File: src/logic/imc_pkg.sv
package imc_pkg;
    // Byte address of the register word on the bus
    localparam logic [31:0] IMC_SRC26_27_ADDR = 32'hffffe018;
    localparam logic [31:0] IMC_SRC28_31_ADDR = 32'hffffe01c;
    localparam logic [31:0] IMC_RESET_VALUE   = 32'h00000000;
    localparam logic [7:0]  IMC_FIELD_MASK    = 8'h77;
    localparam int          IMC_LEVEL_LSB     = 0;
    localparam int          IMC_DMA_BIT       = 4;
    localparam int          IMC_STATE_LSB     = 5;
    localparam logic [1:0]  IMC_STATE_RISING  = 2'h3;
    localparam logic [1:0]  IMC_STATE_HIGH    = 2'h1;
    localparam logic [2:0]  IMC_LEVEL_OFF     = 3'h0;
    localparam logic [1:0]  IMC_RESP_OKAY     = 2'h0;
    localparam logic [1:0]  IMC_RESP_SLVERR   = 2'h2;
    localparam int          IMC_NUM_SRC       = 6;
    localparam int          IMC_FIRST_SRC     = 26;
endpackage

File: src/logic/imc_source_slot.sv
`timescale 1ns/1ps
module imc_source_slot
    import imc_pkg::*;
(
    input  wire logic       clock,
    input  wire logic       rst_b,
    input  wire logic [7:0] field,
    input  wire logic       req,
    output logic            irqActive,
    output logic [2:0]      irqLevel,
    output logic            dmaTrig,
    output logic [2:0]      dmaChannel
);
    logic reqDly;
    logic next_reqDly;
    logic [1:0] actState;
    logic       dmaSel;
    logic [2:0] lvl;
    logic       hit;

    assign actState = field[IMC_STATE_LSB +: 2];
    assign dmaSel   = field[IMC_DMA_BIT];
    assign lvl      = field[IMC_LEVEL_LSB +: 3];

    always_comb begin
        next_reqDly = req;
        case (actState)
            IMC_STATE_RISING: hit = req & ~reqDly;
            IMC_STATE_HIGH:   hit = req;
            default:          hit = 1'b0;
        endcase
    end

    always_ff @(posedge clock) begin
        if (!rst_b) begin
            reqDly     <= 1'b0;
            irqActive  <= 1'b0;
            irqLevel   <= 3'h0;
            dmaTrig    <= 1'b0;
            dmaChannel <= 3'h0;
        end else begin
            reqDly     <= next_reqDly;
            // Level 000 disables the source as an interrupt
            irqActive  <= hit & ~dmaSel & (lvl != IMC_LEVEL_OFF);
            irqLevel   <= dmaSel ? 3'h0 : lvl;
            dmaTrig    <= hit & dmaSel;
            dmaChannel <= dmaSel ? lvl : 3'h0;
        end
    end
endmodule

File: src/logic/interrupt_mode_control.sv
// How it works
// reserved bits always read as zero
// sources 26,27 code 11 means rising edge
// sources 28-31 code 01 means high level
// software programs state bits before enabling
// trigger bit routes source to DMA
// level 000 disables, 1-7 sets priority
// with trigger set, level picks DMA channel
// one byte per source, fixed layout
// upper byte of 26 word serves source 27
// 28-31 word bytes low to high; reset zero
`timescale 1ns/1ps
module interrupt_mode_control
    import imc_pkg::*;
(
    input  wire logic        clock,
    input  wire logic        rst_b,
    input  wire logic [31:0] s_axi_awaddr,
    input  wire logic        s_axi_awvalid,
    output logic             s_axi_awready,
    input  wire logic [31:0] s_axi_wdata,
    input  wire logic [3:0]  s_axi_wstrb,
    input  wire logic        s_axi_wvalid,
    output logic             s_axi_wready,
    output logic [1:0]       s_axi_bresp,
    output logic             s_axi_bvalid,
    input  wire logic        s_axi_bready,
    input  wire logic [31:0] s_axi_araddr,
    input  wire logic        s_axi_arvalid,
    output logic             s_axi_arready,
    output logic [31:0]      s_axi_rdata,
    output logic [1:0]       s_axi_rresp,
    output logic             s_axi_rvalid,
    input  wire logic        s_axi_rready,
    input  wire logic [5:0]  srcReq,
    output logic [5:0]       irqActive,
    output logic [17:0]      irqLevel,
    output logic [5:0]       dmaTrig,
    output logic [17:0]      dmaChannel
);
    logic [31:0] modeLo;
    logic [31:0] modeHi;
    logic [31:0] next_modeLo;
    logic [31:0] next_modeHi;
    logic [31:0] awAddr;
    logic [31:0] next_awAddr;
    logic        awHeld;
    logic        next_awHeld;
    logic [31:0] wData;
    logic [31:0] next_wData;
    logic [3:0]  wStrb;
    logic [3:0]  next_wStrb;
    logic        wHeld;
    logic        next_wHeld;
    logic        next_awready;
    logic        next_wready;
    logic        next_bvalid;
    logic [1:0]  next_bresp;
    logic        next_arready;
    logic        next_rvalid;
    logic [31:0] next_rdata;
    logic [1:0]  next_rresp;
    logic [47:0] fields;
    logic [31:0] wMask;
    logic        wrToLo;
    logic        wrToHi;
    logic        rdFromLo;
    logic        rdFromHi;
    logic [7:0]  fld26;
    logic [7:0]  fld27;
    logic [7:0]  fld28;
    logic [7:0]  fld29;
    logic [7:0]  fld30;
    logic [7:0]  fld31;

    always_comb begin
        for (int b = 0; b < 4; b++) begin
            wMask[b*8 +: 8] = wStrb[b] ? IMC_FIELD_MASK : 8'h00;
        end
    end

    // Word decode: the two byte-lane address bits are ignored
    always_comb begin
        wrToLo   = ({awAddr[31:2], 2'b00} == IMC_SRC26_27_ADDR);
        wrToHi   = ({awAddr[31:2], 2'b00} == IMC_SRC28_31_ADDR);
        rdFromLo = ({s_axi_araddr[31:2], 2'b00} == IMC_SRC26_27_ADDR);
        rdFromHi = ({s_axi_araddr[31:2], 2'b00} == IMC_SRC28_31_ADDR);
    end

    always_comb begin
        next_awAddr  = awAddr;
        next_awHeld  = awHeld;
        next_wData   = wData;
        next_wStrb   = wStrb;
        next_wHeld   = wHeld;
        next_bvalid  = s_axi_bvalid;
        next_bresp   = s_axi_bresp;
        next_modeLo  = modeLo;
        next_modeHi  = modeHi;
        if (s_axi_awvalid && s_axi_awready) begin
            next_awAddr = s_axi_awaddr;
            next_awHeld = 1'b1;
        end
        if (s_axi_wvalid && s_axi_wready) begin
            next_wData = s_axi_wdata;
            next_wStrb = s_axi_wstrb;
            next_wHeld = 1'b1;
        end
        if (s_axi_bvalid && s_axi_bready) begin
            next_bvalid = 1'b0;
        end
        if (awHeld && wHeld && !s_axi_bvalid) begin
            next_awHeld = 1'b0;
            next_wHeld  = 1'b0;
            next_bvalid = 1'b1;
            next_bresp  = IMC_RESP_OKAY;
            // Only defined bits of strobed bytes take the write; reserved bits stay zero
            if (wrToLo) begin
                next_modeLo = (modeLo & ~wMask) | (wData & wMask);
            end else if (wrToHi) begin
                next_modeHi = (modeHi & ~wMask) | (wData & wMask);
            end else begin
                // Unmapped word: nothing stored, error returned
                next_bresp = IMC_RESP_SLVERR;
            end
        end
        // Source 26-27 word only holds the upper two bytes
        next_modeLo[15:0] = 16'h0000;
        // One write outstanding: hold off a new address until response drains
        next_awready = !next_awHeld && !next_bvalid;
        next_wready  = !next_wHeld && !next_bvalid;
    end

    always_ff @(posedge clock) begin
        if (!rst_b) begin
            modeLo        <= IMC_RESET_VALUE;
            modeHi        <= IMC_RESET_VALUE;
            awAddr        <= 32'h00000000;
            awHeld        <= 1'b0;
            wData         <= 32'h00000000;
            wStrb         <= 4'h0;
            wHeld         <= 1'b0;
            s_axi_awready <= 1'b0;
            s_axi_wready  <= 1'b0;
            s_axi_bvalid  <= 1'b0;
            s_axi_bresp   <= IMC_RESP_OKAY;
        end else begin
            modeLo        <= next_modeLo;
            modeHi        <= next_modeHi;
            awAddr        <= next_awAddr;
            awHeld        <= next_awHeld;
            wData         <= next_wData;
            wStrb         <= next_wStrb;
            wHeld         <= next_wHeld;
            s_axi_awready <= next_awready;
            s_axi_wready  <= next_wready;
            s_axi_bvalid  <= next_bvalid;
            s_axi_bresp   <= next_bresp;
        end
    end

    always_comb begin
        next_arready = s_axi_arready;
        next_rvalid  = s_axi_rvalid;
        next_rdata   = s_axi_rdata;
        next_rresp   = s_axi_rresp;
        if (s_axi_rvalid && s_axi_rready) begin
            next_rvalid  = 1'b0;
            next_arready = 1'b1;
        end
        if (s_axi_arvalid && s_axi_arready) begin
            next_arready = 1'b0;
            next_rvalid  = 1'b1;
            next_rresp   = IMC_RESP_OKAY;
            if (rdFromLo) begin
                next_rdata = modeLo;
            end else if (rdFromHi) begin
                next_rdata = modeHi;
            end else begin
                next_rdata = 32'h00000000;
                next_rresp = IMC_RESP_SLVERR;
            end
        end
        if (!s_axi_rvalid && !s_axi_arready && !(s_axi_arvalid && s_axi_arready)) begin
            next_arready = 1'b1;
        end
    end

    always_ff @(posedge clock) begin
        if (!rst_b) begin
            s_axi_arready <= 1'b0;
            s_axi_rvalid  <= 1'b0;
            s_axi_rdata   <= 32'h00000000;
            s_axi_rresp   <= IMC_RESP_OKAY;
        end else begin
            s_axi_arready <= next_arready;
            s_axi_rvalid  <= next_rvalid;
            s_axi_rdata   <= next_rdata;
            s_axi_rresp   <= next_rresp;
        end
    end

    // Sources 26,27 from the upper half of the low word, then 28..31
    assign fields = {modeHi, modeLo[31:16]};

    // Edge sources know only the rising code; any other code keeps them
    // quiet, so nothing fires before software sets the code
    always_comb begin
        fld26 = fields[7:0];
        fld27 = fields[15:8];
        if (fld26[IMC_STATE_LSB +: 2] != IMC_STATE_RISING) begin
            fld26[IMC_STATE_LSB +: 2] = 2'h0;
        end
        if (fld27[IMC_STATE_LSB +: 2] != IMC_STATE_RISING) begin
            fld27[IMC_STATE_LSB +: 2] = 2'h0;
        end
    end

    // Level sources know only the high-level code
    always_comb begin
        fld28 = fields[23:16];
        fld29 = fields[31:24];
        fld30 = fields[39:32];
        fld31 = fields[47:40];
        if (fld28[IMC_STATE_LSB +: 2] != IMC_STATE_HIGH) begin
            fld28[IMC_STATE_LSB +: 2] = 2'h0;
        end
        if (fld29[IMC_STATE_LSB +: 2] != IMC_STATE_HIGH) begin
            fld29[IMC_STATE_LSB +: 2] = 2'h0;
        end
        if (fld30[IMC_STATE_LSB +: 2] != IMC_STATE_HIGH) begin
            fld30[IMC_STATE_LSB +: 2] = 2'h0;
        end
        if (fld31[IMC_STATE_LSB +: 2] != IMC_STATE_HIGH) begin
            fld31[IMC_STATE_LSB +: 2] = 2'h0;
        end
    end

    // Timer sources 26 and 27, edge detected
    imc_source_slot u_slot26 (
        .clock      (clock),
        .rst_b      (rst_b),
        .field      (fld26),
        .req        (srcReq[0]),
        .irqActive  (irqActive[0]),
        .irqLevel   (irqLevel[2:0]),
        .dmaTrig    (dmaTrig[0]),
        .dmaChannel (dmaChannel[2:0])
    );

    imc_source_slot u_slot27 (
        .clock      (clock),
        .rst_b      (rst_b),
        .field      (fld27),
        .req        (srcReq[1]),
        .irqActive  (irqActive[1]),
        .irqLevel   (irqLevel[5:3]),
        .dmaTrig    (dmaTrig[1]),
        .dmaChannel (dmaChannel[5:3])
    );

    // Sources 28 to 31, level detected
    imc_source_slot u_slot28 (
        .clock      (clock),
        .rst_b      (rst_b),
        .field      (fld28),
        .req        (srcReq[2]),
        .irqActive  (irqActive[2]),
        .irqLevel   (irqLevel[8:6]),
        .dmaTrig    (dmaTrig[2]),
        .dmaChannel (dmaChannel[8:6])
    );

    imc_source_slot u_slot29 (
        .clock      (clock),
        .rst_b      (rst_b),
        .field      (fld29),
        .req        (srcReq[3]),
        .irqActive  (irqActive[3]),
        .irqLevel   (irqLevel[11:9]),
        .dmaTrig    (dmaTrig[3]),
        .dmaChannel (dmaChannel[11:9])
    );

    imc_source_slot u_slot30 (
        .clock      (clock),
        .rst_b      (rst_b),
        .field      (fld30),
        .req        (srcReq[4]),
        .irqActive  (irqActive[4]),
        .irqLevel   (irqLevel[14:12]),
        .dmaTrig    (dmaTrig[4]),
        .dmaChannel (dmaChannel[14:12])
    );

    imc_source_slot u_slot31 (
        .clock      (clock),
        .rst_b      (rst_b),
        .field      (fld31),
        .req        (srcReq[5]),
        .irqActive  (irqActive[5]),
        .irqLevel   (irqLevel[17:15]),
        .dmaTrig    (dmaTrig[5]),
        .dmaChannel (dmaChannel[17:15])
    );
endmodule

File: config.mk
export PLATFORM = sky130hd
export DESIGN_NAME = interrupt_mode_control
export DESIGN_NICKNAME = d
export VERILOG_FILES = /design/src/logic/imc_pkg.sv /design/src/logic/imc_source_slot.sv /design/src/logic/interrupt_mode_control.sv
export SDC_FILE = /design/constraint.sdc
export NUM_CORES = 1
export LEC_CHECK = 0
export BUFFER_PORTS_ARGS = -buffer_cell sky130_fd_sc_hd__buf_2
export CELL_PAD_IN_SITES_DETAIL_PLACEMENT = 0
export CELL_PAD_IN_SITES_GLOBAL_PLACEMENT = 1
export CORE_UTILIZATION = 38
export CTS_BUF_LIST = sky130_fd_sc_hd__clkbuf_4 sky130_fd_sc_hd__clkbuf_8 sky130_fd_sc_hd__clkbuf_16
export DETAILED_ROUTE_END_ITERATION = 8
export PLACE_DENSITY = 0.88
export SYNTH_ARGS = -nofsm -noshare
export SYNTH_HDL_FRONTEND = slang
export SYNTH_SLANG_ARGS = --single-unit
File: constraint.sdc
create_clock -name clock -period 2.6 [get_ports clock]
set_clock_uncertainty 0.2 [all_clocks]
set_input_delay 0.26 -clock clock [delete_from_list [all_inputs] [get_ports clock]]
set_output_delay 0.26 -clock clock [all_outputs]
set_load 0.01 [all_outputs]
==> flow_summary.rst <==
.. list-table::
   :header-rows: 1

   * - Metric
     - Value
   * - Kind of end point of the critical path
     - flop
   * - Upper clock frequency limit
     - about 440 MHz
   * - Grt peak-use layer
     - met2
   * - Top_reg_cell synth
     - sky130_fd_sc_hd__dfxtp_1
   * - Post-synthesis sequential area ratio
     - between 50 and 60%
   * - EDFF count, synth
     - 0
   * - Cell type with the highest aggregate area in the netlist
     - sky130_fd_sc_hd__dfxtp_1
   * - DRC violation count after routing
     - 0
   * - Standard-cell rows
     - 47
   * - Vert. Die Dim
     - 134 um
   * - Worst rel slew slack
     - 64.3%
   * - Fraction of layout instances using a drive strength above 1
     - about a quarter
   * - Number of buffers inserted to repair setup after CTS
     - 0
   * - Die outline width
     - 134 um
   * - Sort of element at the start of the critical path
     - flop
   * - Post-synthesis cell count
     - 705
   * - Detailed placer's ending HPWL
     - approximately 10000 um
   * - Power spent charging and discharging nets
     - ~1.4 mW
   * - Seq. cell area
     - 0.00354 mm2
   * - Total of flip-flops plus latches after synthesis
     - 177
   * - LEAKAGE
     - around 4.0 nW
   * - Fraction of post-synthesis cell area in the top cell type by area
     - 53.4%
   * - Transition at the pin with the smallest max-transition slack
     - 0.535 ns
   * - Maximum number of pins on one net before global-route repair
     - 47
   * - Sink Count
     - around 180
   * - Number of unique standard cell types used by synthesis
     - 35
   * - Detail-routed via count per cell
     - between 4 and 5
   * - Part of the cycle the worst path needs
     - 88.2%
   * - Worst-case vdd ir drop
     - 427 uV
   * - Type of the most critical hold path
     - input pin to flop
   * - Clk slew on worst S/H paths
     - 0.07 ns
   * - Number of buffers created by CTS
     - 17
   * - Number of buffers on the longest clock path
     - 2
   * - Clock Power Share
     - about 45%
   * - First-pass GRT wire length
     - 24400 um
   * - Boundary Pins
     - 202
   * - Vias in the first global route
     - 5013
   * - Summed instance area of the synthesized netlist
     - roughly 0.0066 mm2
   * - Power Total
     - 5.72 mW
   * - Final hold violation count
     - 0
   * - Placed cell area
     - 0.00766 mm2
   * - Max-slew violations
     - 0
   * - Type of the setup path with the least slack
     - flop to flop
   * - Power share of the combinational group
     - 6.6%
   * - Run status
     - finished, final reports clean
   * - Effective utilization at floorplan
     - around two fifths
   * - Final setup vio count
     - 0
   * - Starting DRT DRC Count
     - 245
   * - Sum of overflow across all layers after global routing
     - 0
   * - Setup repair after global routing missed its margin
     - false
   * - Final GP Congestion
     - 0.788
   * - DR WL/cell
     - 13.3 um
   * - Combined area of the multi-input logic cells
     - 0.00275 mm2
   * - Reg2Reg Setup Slack
     - between 0.3 and 0.4 ns
   * - Hold path cells
     - 3
   * - Total detailed-routing wirelength
     - 15600 um
   * - Final period demand of the worst path
     - 2.29 ns
   * - Met2 Use GR
     - 29.5%
   * - Length of the first detailed-routing pass in iterations
     - 4
   * - Largest stage delay, worst path
     - 0.70 ns
   * - Final Core Density
     - 53.1%
   * - Overall via count from detail_route
     - 5409
   * - CTS tree
     - yes
   * - Asr flop ratio synth
     - 0%
   * - Top cells by area, synth
     - sky130_fd_sc_hd__dfxtp_1 (53%), sky130_fd_sc_hd__nand2_1 (11%), sky130_fd_sc_hd__a21boi_0 (6.8%)
   * - Commonest cells after routing, fill and taps aside
     - sky130_fd_sc_hd__nand2_1 (195), sky130_fd_sc_hd__buf_2 (178), sky130_fd_sc_hd__dfxtp_1 (177)
   * - Ys Warns
     - 0
   * - Post-detailed-route count of antenna-violating nets
     - 0
   * - Max-Cap Viols
     - 0
   * - Aggregate global-route resource usage
     - 17.4%
   * - Layout overhead on the synthesized area
     - 34.4%
   * - Crit-path slowest cell
     - sky130_fd_sc_hd__or4b_2
   * - Post-layout nets
     - between 1000 and 1500
   * - Worst hold margin
     - 0.0307 ns
   * - Final standard cell area without fillers
     - around 0.0089 mm2
   * - Filler cell count in the final layout
     - 1533
   * - Data arrival time of the critical path
     - 2.44 ns
   * - Antenna violations before repair
     - 0
   * - Leading cell type in the layout, fill and taps excluded
     - sky130_fd_sc_hd__nand2_1
   * - Met1 capacity usage during global routing
     - 21.4%
   * - Core region area
     - approximately 0.017 mm2
   * - CP required
     - 2.74 ns
   * - Final total negative setup slack
     - 0 ns
   * - Skew-Pair Late Insertion Delay
     - 0.42 ns
   * - Count of buffers inserted at the top-level ports
     - ~180
   * - GR Util met3
     - 5.22%
   * - Sequential group share of total power
     - 48.9%
   * - Syn_area_per_cell
     - 9.42 um2
   * - Die area
     - 0.0180 mm2
   * - Diode insertion count for antenna repair
     - 0
   * - Power per Cell Area
     - 641 mW/mm2
   * - Cells resized by post-CTS repair
     - 0
   * - CTS H-tree lvls
     - 4
   * - Switching part of the total
     - 23.7%
   * - Cell chain of the critical path
     - or4b_2, nor4b_4, buf_4, nand4_2, mux2i_1
   * - Internal
     - approximately 4.4 mW
   * - Cell at the root of the clock tree
     - sky130_fd_sc_hd__clkbuf_16
   * - Max Fanout on Critical Path
     - 7
   * - Length in cells of the worst reg-to-reg path
     - 5
[power groups by stage]
stage,combinational (mW),sequential (mW),clock (mW)
5_1_grt,0.418,2.80,2.73
4_1_cts,0.378,2.79,2.62
3_3_place_gp,0.295,2.85,0
2_1_floorplan,0.177,2.85,0
3_5_place_dp,0.299,2.86,0
6_report,0.377,2.79,2.55
[cell usage after synthesis (all sizes together) (3+ instances only)]
cell type,n
nand2b,3
nand4,13
o21ai,13
o31ai,6
nand4b,5
clkbuf,27
dfxtp,177
nor2b,19
nor4,4
a21boi,60
and2,27
mux2,12
inv,13
nand3b,5
buf,30
mux2i,36
a32oi,12
and3,12
nand2,195
nor2,22
[per-stage QoR]
step | setup WS [ns] | std cells
floorplan | 0.357 | 714
global placement | 0.303 | 1071
detailed placement | 0.303 | 1071
CTS | 0.277 | 1170
global route | 0.202 | 1170
finish | 0.307 | 1170
[cells by family after synthesis]
family	Yosys count	share of synthesized area [%]
AND/OR/NAND/NOR	314	22.9
buffers and inverters	71	5.86
multiplexers	48	7.46
AO/OA/AOI/OAI	94	10.3
flip-flops	177	53.4
other	1	0.0565
[worst max-delay path, delay by kind of cell, from the launching register on]
family | cells | cell delay (ns)
buf+inv | 1 | 0.22
simple gates | 3 | 1.23
mux | 1 | 0.26
flops | 1 | 0.31
[area by class of cell]
class | count | area share (%)
clock buffers | 18 | 4.92
well taps | 220 | 3.09
clock inverters | 14 | 1.74
inverters | 13 | 0.547
multi-input cells | 466 | 30.8
flip-flops and latches | 177 | 39.7
repair buffers | 262 | 19.2
[final timing paths]
path	startpoint	end
setup / recovery	awAddr[10]	flop
hold / removal	rst_b	s_axi_bresp[1]
setup reg to reg	awAddr[10]	flop
hold reg to reg	wData[13]	flop
[timing repair]
action                     in CTS  in global routing
setup endpoints to repair       0                  0
hold buffers                   67                  0
hold endpoints to repair       76                  0
[per-layer routing]
metal / up-vias / wire, um
met1: 2463 / 7150
li1: 2781 / -
met2: 154 / 7480
met3: 11 / 826
met5: - / 0
met4: 0 / 130
Power figures use the tool's default switching activity.
